--- src/design/gbc_pkg.sv ---
// Shared constants and types for the guard band clamp.
package gbc_pkg;

	// ==========================================================
	// Register indices (byte address is four times the index)
	localparam int         GBC_ADDR_LSB     = 2;
	localparam int         GBC_IDX_W        = 4;
	localparam logic [3:0] GBC_IDX_CTRL     = 4'h0;
	localparam logic [3:0] GBC_IDX_STATUS   = 4'h1;
	localparam logic [3:0] GBC_IDX_INTR     = 4'h2;
	localparam logic [3:0] GBC_IDX_LIM_BASE = 4'h3;
	localparam logic [3:0] GBC_IDX_LAST     = 4'ha;

	// ==========================================================
	// Field positions
	localparam int GBC_GO_BIT   = 0;
	localparam int GBC_STAT_BIT = 0;

	// ==========================================================
	// Limits
	localparam int GBC_MAX_PLANES = 4;
	localparam int GBC_LIM_W      = 16;

	// ==========================================================
	// Packet types, carried in the low bits of the first beat
	localparam int         GBC_TYPE_W     = 4;
	localparam logic [3:0] GBC_TYPE_VIDEO = 4'h0;
	localparam logic [3:0] GBC_TYPE_CTRL  = 4'hf;

	// ==========================================================
	// Handling of user packets
	localparam int GBC_USER_NONE = 0;
	localparam int GBC_USER_DROP = 1;
	localparam int GBC_USER_PASS = 2;

	// ==========================================================
	// Packet state
	typedef enum logic [2:0] {
		GBC_ST_IDLE,
		GBC_ST_VIDEO,
		GBC_ST_CTRL,
		GBC_ST_PASS,
		GBC_ST_DROP
	} gbc_state_t;

endpackage

--- src/design/gbc_guard_band_clamp.sv ---
// Guard band clamp: stream datapath, APB control slave and output buffering.

// ==========================================================
// Elastic stage with a registered ready, two entries deep
module gbc_skid #(
	parameter int W = 8
) (
	input  wire logic         clk,
	input  wire logic         rst,
	input  wire logic         i_valid,
	input  wire logic         i_stop,
	output logic              i_ready,
	input  wire logic [W-1:0] i_data,
	output logic              o_valid,
	input  wire logic         o_ready,
	output logic [W-1:0]      o_data
);
	logic         k_valid;
	logic [W-1:0] k_data;

	wire       push     = i_valid && i_ready;
	wire       pop      = o_valid && o_ready;
	wire [1:0] cnt      = {1'b0, o_valid} + {1'b0, k_valid};
	wire [1:0] next_cnt = 2'(cnt + {1'b0, push} - {1'b0, pop});

	// Ready is a flop, so the second entry absorbs the beat taken before it falls
	always_ff @(posedge clk) begin
		if (rst) begin
			i_ready <= 1'b0;
			o_valid <= 1'b0;
			k_valid <= 1'b0;
			o_data  <= '0;
			k_data  <= '0;
		end else begin
			i_ready <= (next_cnt < 2'h2) && !i_stop;
			if (pop) begin
				if (k_valid) begin
					o_data  <= k_data;
					k_valid <= 1'b0;
				end else begin
					o_valid <= push;
					o_data  <= i_data;
				end
			end else if (push) begin
				if (!o_valid) begin
					o_valid <= 1'b1;
					o_data  <= i_data;
				end else begin
					k_valid <= 1'b1;
					k_data  <= i_data;
				end
			end
		end
	end
endmodule

// Behaviour
// - Sample above upper limit becomes upper limit
// - Sample below lower limit becomes lower limit
// - Own limit pair per plane, plane zero lowest
// - Signed input gains half range before clamping
// - Signed output loses half range after clamping
// - Limits are always unsigned
// - Signed input and output never both chosen
// - Sample width parameter 4 to 16, default 8
// - Plane count parameter 1 to 3, default 2
// - Pixels per beat 1, 2, 4 or 8
// - Planes in parallel or in sequence
// - Run bit resets clear, else always set
// - Limits are parameters, reset values, writable
// - User packets dropped, passed or assumed absent
// - Optional extra pipeline stage, same results
// - Control reads back the run bit, limit registers the low sample-width bits last written
// - Reduced readback hides limits, keeps control
// - Software may change limits while running
// - Clearing run bit halts after current packet
// - Status one inside a frame, zero between
module gbc_guard_band_clamp #(
	parameter int          BPS              = 8,
	parameter int          PLANES           = 2,
	parameter int          PIX              = 1,
	parameter bit          PARALLEL         = 1'b1,
	parameter bit          SIGNED_IN        = 1'b0,
	parameter bit          SIGNED_OUT       = 1'b0,
	parameter bit          RUNTIME          = 1'b1,
	parameter bit          EXTRA_PIPE       = 1'b0,
	parameter bit          REDUCED_READBACK = 1'b0,
	parameter int          USER_MODE        = gbc_pkg::GBC_USER_PASS,
	parameter int          ADDR_W           = 8,
	parameter logic [63:0] LOWER_INIT       = 64'h0000000000000000,
	parameter logic [63:0] UPPER_INIT       = 64'h00ff00ff00ff00ff,
	localparam int         LANES            = PIX * (PARALLEL ? PLANES : 1),
	localparam int         DW               = LANES * BPS
) (
	input  wire logic              mclk,
	input  wire logic              srst,
	input  wire logic              psel,
	input  wire logic              penable,
	input  wire logic              pwrite,
	input  wire logic [ADDR_W-1:0] paddr,
	input  wire logic [31:0]       pwdata,
	output logic [31:0]            prdata,
	output logic                   pready,
	output logic                   pslverr,
	input  wire logic              in_valid,
	output logic                   in_ready,
	input  wire logic [DW-1:0]     in_data,
	input  wire logic              in_sop,
	input  wire logic              in_eop,
	output logic                   out_valid,
	input  wire logic              out_ready,
	output logic [DW-1:0]          out_data,
	output logic                   out_sop,
	output logic                   out_eop
);
	localparam int  LW      = gbc_pkg::GBC_LIM_W;
	localparam int  NP      = gbc_pkg::GBC_MAX_PLANES;
	localparam int  IDX_TOP = gbc_pkg::GBC_ADDR_LSB + gbc_pkg::GBC_IDX_W;
	localparam bit  GO_RST  = !RUNTIME;
	localparam logic [1:0] LAST_PLANE = 2'(PLANES - 1);

	// ==========================================================
	// Elaboration checks
	if (BPS < 4 || BPS > 16) begin : g_chk_bps
		$error("Sample width must be 4 to 16");
	end
	if (PLANES < 1 || PLANES > 3) begin : g_chk_planes
		$error("Plane count must be 1 to 3");
	end
	if (PIX != 1 && PIX != 2 && PIX != 4 && PIX != 8) begin : g_chk_pix
		$error("Pixels per beat must be 1, 2, 4 or 8");
	end
	if (SIGNED_IN && SIGNED_OUT) begin : g_chk_sign
		$error("Signed input and signed output are exclusive");
	end
	if (USER_MODE < gbc_pkg::GBC_USER_NONE || USER_MODE > gbc_pkg::GBC_USER_PASS) begin : g_chk_um
		$error("Unknown user packet mode");
	end
	if (ADDR_W < IDX_TOP + 1 || ADDR_W > 32) begin : g_chk_addr
		$error("Address width out of range");
	end
	for (genvar p = 0; p < NP; p++) begin : g_chk_lim
		if ((LOWER_INIT[p*LW +: LW] >> BPS) != 0 || (UPPER_INIT[p*LW +: LW] >> BPS) != 0) begin : g_e
			$error("Limit exceeds sample range");
		end
	end

	// ==========================================================
	// Control state
	logic                 go;
	logic [BPS-1:0]       lo_lim [NP];
	logic [BPS-1:0]       hi_lim [NP];
	gbc_pkg::gbc_state_t  state;
	gbc_pkg::gbc_state_t  next_state;
	logic [1:0]           plane_cnt;
	logic                 video_beat;
	logic                 drop_beat;

	wire busy = (state == gbc_pkg::GBC_ST_VIDEO);

	// ==========================================================
	// APB decode
	wire [3:0] reg_idx    = paddr[IDX_TOP-1:gbc_pkg::GBC_ADDR_LSB];
	wire       aligned    = (paddr[gbc_pkg::GBC_ADDR_LSB-1:0] == '0);
	wire       upper_zero = (paddr[ADDR_W-1:IDX_TOP] == '0);
	wire       reg_hit    = aligned && upper_zero && (reg_idx <= gbc_pkg::GBC_IDX_LAST);
	wire       lim_hit    = reg_hit && (reg_idx >= gbc_pkg::GBC_IDX_LIM_BASE);
	wire [3:0] lim_off    = 4'(reg_idx - gbc_pkg::GBC_IDX_LIM_BASE);
	wire [1:0] lim_plane  = lim_off[2:1];
	wire       lim_upper  = lim_off[0];
	wire       apb_access = psel && penable && !pready;
	wire       apb_done   = psel && penable && pready;
	wire       wr_en      = apb_done && pwrite && reg_hit && RUNTIME;
	wire       ctrl_wr    = wr_en && (reg_idx == gbc_pkg::GBC_IDX_CTRL);
	wire       lim_wr     = wr_en && lim_hit;
	wire       next_go    = ctrl_wr ? pwdata[gbc_pkg::GBC_GO_BIT] : go;

	wire [BPS-1:0] lim_val  = lim_upper ? hi_lim[lim_plane] : lo_lim[lim_plane];
	// Hiding the limits saves the wide read mux
	wire [31:0]    lim_word = REDUCED_READBACK ? 32'h0 : 32'(lim_val);
	wire [31:0]    ctl_word = 32'(go) << gbc_pkg::GBC_GO_BIT;
	wire [31:0]    sta_word = 32'(busy) << gbc_pkg::GBC_STAT_BIT;
	wire [31:0]    rd_word  = (reg_idx == gbc_pkg::GBC_IDX_CTRL)   ? ctl_word :
	                          (reg_idx == gbc_pkg::GBC_IDX_STATUS) ? sta_word :
	                          lim_hit ? lim_word : 32'h0;

	// ==========================================================
	// APB answer, one cycle into the access phase
	always_ff @(posedge mclk) begin
		if (srst) begin
			pready  <= 1'b0;
			prdata  <= 32'h0;
			pslverr <= 1'b0;
		end else begin
			pready  <= apb_access;
			prdata  <= (apb_access && !pwrite && reg_hit) ? rd_word : 32'h0;
			pslverr <= apb_access && !reg_hit;
		end
	end

	// ==========================================================
	// Run bit and limits
	always_ff @(posedge mclk) begin
		if (srst) begin
			go <= GO_RST;
		end else begin
			go <= next_go;
		end
	end

	always_ff @(posedge mclk) begin
		for (int p = 0; p < NP; p++) begin
			if (srst) begin
				lo_lim[p] <= LOWER_INIT[p*LW +: BPS];
				hi_lim[p] <= UPPER_INIT[p*LW +: BPS];
			end else if (lim_wr && lim_plane == 2'(p)) begin
				if (lim_upper) begin
					hi_lim[p] <= pwdata[BPS-1:0];
				end else begin
					lo_lim[p] <= pwdata[BPS-1:0];
				end
			end
		end
	end

	// ==========================================================
	// Packet tracking
	wire       in_take   = in_valid && in_ready;
	wire [3:0] hdr_type  = in_data[gbc_pkg::GBC_TYPE_W-1:0];
	wire       hdr_video = (hdr_type == gbc_pkg::GBC_TYPE_VIDEO);
	wire       hdr_ctrl  = (hdr_type == gbc_pkg::GBC_TYPE_CTRL);
	wire       hdr_user  = !hdr_video && !hdr_ctrl;
	// With no user packets promised, one that arrives is passed unmodified
	wire       drop_user = (USER_MODE == gbc_pkg::GBC_USER_DROP);
	wire       cur_drop  = in_sop ? (hdr_user && drop_user) : drop_beat;

	always_comb begin
		video_beat = 1'b0;
		drop_beat  = 1'b0;
		case (state)
			gbc_pkg::GBC_ST_VIDEO: video_beat = !in_sop;
			gbc_pkg::GBC_ST_DROP:  drop_beat  = !in_sop;
			default: ;
		endcase
	end

	always_comb begin
		next_state = state;
		if (in_take) begin
			if (in_sop && !in_eop) begin
				if (hdr_video) begin
					next_state = gbc_pkg::GBC_ST_VIDEO;
				end else if (hdr_ctrl) begin
					next_state = gbc_pkg::GBC_ST_CTRL;
				end else if (drop_user) begin
					next_state = gbc_pkg::GBC_ST_DROP;
				end else begin
					next_state = gbc_pkg::GBC_ST_PASS;
				end
			end else if (in_eop) begin
				next_state = gbc_pkg::GBC_ST_IDLE;
			end
		end
	end

	always_ff @(posedge mclk) begin
		if (srst) begin
			state <= gbc_pkg::GBC_ST_IDLE;
		end else begin
			state <= next_state;
		end
	end

	// Sequential planes: one plane per beat, restarted by each header
	always_ff @(posedge mclk) begin
		if (srst) begin
			plane_cnt <= 2'h0;
		end else if (in_take && in_sop) begin
			plane_cnt <= 2'h0;
		end else if (in_take && video_beat) begin
			plane_cnt <= (plane_cnt == LAST_PLANE) ? 2'h0 : 2'(plane_cnt + 2'h1);
		end
	end

	// New packets are held off while the run bit is clear
	wire next_stop = (next_state == gbc_pkg::GBC_ST_IDLE) && !next_go;

	// ==========================================================
	// Sample datapath
	logic [DW-1:0] clamp_data;

	for (genvar i = 0; i < LANES; i++) begin : g_lane
		wire [1:0]     pl = PARALLEL ? 2'(i % PLANES) : plane_cnt;
		wire [BPS-1:0] s  = in_data[i*BPS +: BPS];
		// Flipping the top bit adds or removes half the range modulo the width
		wire [BPS-1:0] u  = SIGNED_IN ? {~s[BPS-1], s[BPS-2:0]} : s;
		wire [BPS-1:0] hi = hi_lim[pl];
		wire [BPS-1:0] lo = lo_lim[pl];
		// Unsigned compare on both sides
		wire [BPS-1:0] c  = (u > hi) ? hi :
		                    (u < lo) ? lo : u;
		assign clamp_data[i*BPS +: BPS] = SIGNED_OUT ? {~c[BPS-1], c[BPS-2:0]} : c;
	end

	wire [DW-1:0] beat_data = video_beat ? clamp_data : in_data;
	wire [DW+1:0] beat      = {in_sop, in_eop, beat_data};

	// ==========================================================
	// Output buffering
	wire          s1_valid;
	wire          s1_ready;
	wire [DW+1:0] s1_data;
	wire [DW+1:0] tail_data;

	gbc_skid #(
		.W(DW + 2)
	) u_stage1 (
		.clk     (mclk),
		.rst     (srst),
		.i_valid (in_valid && !cur_drop),
		.i_stop  (next_stop),
		.i_ready (in_ready),
		.i_data  (beat),
		.o_valid (s1_valid),
		.o_ready (s1_ready),
		.o_data  (s1_data)
	);

	if (EXTRA_PIPE) begin : g_pipe
		gbc_skid #(
			.W(DW + 2)
		) u_stage2 (
			.clk     (mclk),
			.rst     (srst),
			.i_valid (s1_valid),
			.i_stop  (1'b0),
			.i_ready (s1_ready),
			.i_data  (s1_data),
			.o_valid (out_valid),
			.o_ready (out_ready),
			.o_data  (tail_data)
		);
	end else begin : g_nopipe
		assign s1_ready  = out_ready;
		assign out_valid = s1_valid;
		assign tail_data = s1_data;
	end

	assign out_sop  = tail_data[DW+1];
	assign out_eop  = tail_data[DW];
	assign out_data = tail_data[DW-1:0];
endmodule

--- config.mk ---
export PLATFORM = sky130hd
export DESIGN_NAME = gbc_guard_band_clamp
export DESIGN_NICKNAME = d
export VERILOG_FILES = /design/src/design/gbc_pkg.sv /design/src/design/gbc_guard_band_clamp.sv
export SDC_FILE = /design/constraint.sdc
export NUM_CORES = 1
export LEC_CHECK = 0
export BUFFER_PORTS_ARGS = -buffer_cell sky130_fd_sc_hd__buf_2
export CAP_MARGIN = 20
export CORE_MARGIN = 1
export CORE_UTILIZATION = 57
export DETAILED_ROUTE_END_ITERATION = 10
export GPL_ROUTABILITY_DRIVEN = 0
export GPL_TIMING_DRIVEN = 0
export PLACE_DENSITY = 0.83
export SLEW_MARGIN = 20
export SYNTH_ARGS = -nofsm -noshare
export SYNTH_HDL_FRONTEND = slang
export SYNTH_SLANG_ARGS = --single-unit
export TNS_END_PERCENT = 5
--- constraint.sdc ---
create_clock -name mclk -period 3.65 [get_ports mclk]
set_input_delay 0.9125 -clock mclk [delete_from_list [all_inputs] [get_ports mclk]]
set_output_delay 0.9125 -clock mclk [all_outputs]
set_load 0.005 [all_outputs]
==> qor.yml <==
outcome: "finished clean"
dieArea_um2: 12100
min_period_ns: 3.49
worst_setup_path_end_kind: "flop"
crit_family: "buffers and inverters"
synthTopCellsByArea: "edfxtp_1 29%, dfxtp_1 16%, ha_1 6.8%"
worst-r2r-setup-slack_ns: 1.04
clk_path_buf_depth: 2
synth-edff-count: 64
cts-buffers-inserted: 17
cts.sinks: 117
slew_headroom_pct: 43.7
leakagePower_nw: 3.12
gr-max-usage-layer: "met2"
area_delta_synth_final_pct: 17.3
clk_latency_ns: 0.43
fmax_mhz: 286
ant_nets: 0
synth_xor_area_share_pct: 0.263
min_to: "u_stage1.o_data[7]$_SDFFE_PP0P_"
yosys_warnings: 0
drcViolationCount: 0
r2r-start: "hi_lim[0][7]$_SDFFCE_PN1P_"
routedWlPerCell_um: 18.8
fill_cells: 846
synthSimpleGateAreaFrac_pct: 16.9
total_power_mw: 3.21
crit_chain: "buf_2 -> inv_1 -> clkbuf_1 -> ha_1 -> clkbuf_1 -> inv_1 -> buf_2 -> buf_2 -> mux4_2 -> nand2_1 -> a21oi_1"
cts.htree.levels: 4
muxShareOfSynthArea_pct: 5.87
drtIter0Drc: 617
root_buffer: "clkbuf_16"
rsz0062_at_grt: "false"
final_core_util_pct: 68.4
r2r_end: "u_stage1.o_data[0]$_SDFFE_PP0P_"
cp_common_cell: "buf_2"
seq_area_frac_synth_pct: 44.8
synth_top_family_by_area: "compound AO/OA/AOI/OAI gates"
coreArea_um2: 11400
wl_um: 17000
ir_drop_uv: 400
drv_slew: 0
finalSetupViolCount: 0
regArea_um2: 2980
gr-usage-met1_pct: 34.9
nNetsFinal: 850
synth-seq-cells: 117
worst_ep_arrival_time_ns: 3.79
synth.largest_area_cell: "edfxtp_1"
io-pin-count: 119
p_per_area_nw_per_um2: 411
grt_pass1_wl_um: 26000
first_global_vias: 5208
yosysTopAreaCellShare_pct: 28.9
clk_pin_slew_worst_paths_ns: 0.05
grt_util_met2_pct: 49.5
netlist_instances: 638
required_ns: 3.94
hold_start: "u_stage1.o_data[7]$_SDFFE_PP0P_"
cpMaxStageDelayCell: "mux4_2"
fin_crit_sh_pct: 95.7
dominantRegCellSynth: "edfxtp_1"
die_h_um: 110
multi_input_area_um2: 3290
max_cap_viol_count: 0
dp_hpwl_um: 13200
async_flop_share_pct: 0
synth_area_per_cell_um2: 10.4
post_cts_buffers: 0
grt.met3_usage_pct: 7.58
critPathBufInv: 7
synth.distinct_cells: 64
synth_compound_area_share_pct: 18.3
cpPeakStageDelay_ns: 0.55
start_util_pct: 58.3
diodes: 0
yosys-top-cells-count: "64 x edfxtp_1, 53 x dfxtp_1, 49 x inv_1, 49 x nand2_1, 39 x nor2_1"
hold_path.class: "reg2reg"
grt.total_usage_pct: 29.6
via_per_inst: 6.07
io_buffers: 69
fin_skew_ns: 0.00637
num_rows: 39
antenna_found_initial: 0
start_kind: "input pin"
worstMarginPinSlew_ns: 0.838
grt_max_degree: 17
die_x_um: 110
hold_path_depth: 2
hold_viol_final: 0
firstDrtPassIters: 6
synthAdderAreaFrac_pct: 6.77
path_class: "in2reg"
syn-cell-area_um2: 6660
drive_gt1_share_pct: 26.9
gr-total-overflow: 0
r2r_cells: 8
synth_most_common_cell: "edfxtp_1"
cts_tree: "built"
critPathMaxFanout: 11
route.vias.total: 5487
-- worst max-delay path by stage --
stage	start	end	slack (ns)	depth (start not counted)
6_report	paddr[2]	prdata[1]$_SDFF_PP0_	0.16	11
5_1_grt	paddr[2]	prdata[1]$_SDFF_PP0_	0.02	11
4_1_cts	paddr[2]	lo_lim[1][5]$_SDFFCE_PN0P_	0.04	9
3_5_place_dp	paddr[2]	lo_lim[3][6]$_SDFFCE_PN0P_	-0.44	9
3_3_place_gp	paddr[2]	lo_lim[3][7]$_SDFFCE_PN0P_	-0.35	9
2_1_floorplan	paddr[2]	lo_lim[1][0]$_SDFFCE_PN0P_	0.36	8
-- report_power, final --
group / switching [mW] / total [mW] / internal (mW)
clock network: 0.598 / 1.52 / 0.920
registers: 0.0117 / 1.41 / 1.40
logic: 0.168 / 0.277 / 0.109
total: 0.778 / 3.21 / 2.43
-- layout make-up --
| cell class | count | area share, % |
|---|---|---|
| plain buffers | 48 | 3.67 |
| clock buffers | 17 | 5.45 |
| clock inverters | 14 | 1.47 |
| inverters | 49 | 2.36 |
| multi-input cells | 447 | 42.1 |
| flip-flops and latches | 117 | 38.2 |
| well taps | 143 | 2.29 |
| repair buffers | 69 | 4.42 |
-- cells by family after synthesis --
family	count (synthesis)
compound gates	157
xor+xnor	2
fa+ha+maj	36
buf+inv	97
flops	117
mux	19
other cells	1
simple gates	209
-- cells in the final DEF (no fill, tap or decap), types with 23 or more instances in the layout --
| cell type | instances |
|---|---|
| conb_1 | 24 |
| buf_4 | 24 |
| nand2_1 | 49 |
| dfxtp_1 | 53 |
| edfxtp_1 | 64 |
| a211oi_1 | 23 |
| inv_1 | 49 |
| or2_2 | 33 |
| a21oi_1 | 28 |
| and2_1 | 35 |
| buf_2 | 76 |
| ha_1 | 36 |
| nor2_1 | 39 |
-- registers in the layout, indices dropped and copies added, names as in the netlist --
| register | flops |
|---|---|
| go | 1 |
| hi_lim | 32 |
| lo_lim | 32 |
| prdata | 8 |
| pready | 1 |
| pslverr | 1 |
| state | 3 |
| u_stage1.i_ready | 1 |
| u_stage1.k_data | 18 |
| u_stage1.k_valid | 1 |
| u_stage1.o_data | 18 |
| u_stage1.o_valid | 1 |
-- worst register-to-register path: cells and delay by family, from the launching register on --
family | cells | cell delay, ns
AOI/OAI and AO/OA | 4 | 1.28
adders and majority gates | 1 | 0.31
buffers and inverters | 1 | 0.07
DFF | 1 | 0.44
and+or+nand+nor | 2 | 0.38
-- per-stage QoR --
step                hold slack, ns  cells  setup TNS [ns]  setup slack [ns]  area [µm²]
global placement             0.453    873           -5.70            -0.345        7270
CTS                          0.471    904               0            0.0449        7810
global route                 0.490    904               0            0.0192        7810
detailed placement           0.464    873           -8.92            -0.438        7270
finish                       0.470    904               0             0.156        7810
floorplan                    0.454    661               0             0.356        6740
-- per-layer routing --
layer | vias to the layer above | part of all wire (%)
met5 | - | 0
met4 | 0 | 3.4
met3 | 50 | 8.2
met2 | 297 | 50
met1 | 2597 | 38
li1 | 2543 | -
-- timing repair --
item,CTS,global route
endpoints found under the setup margin,8,8
hold buffers,0,0
resized for setup,1,1
pin swaps,0,0
(Power assumes the default switching activity.)
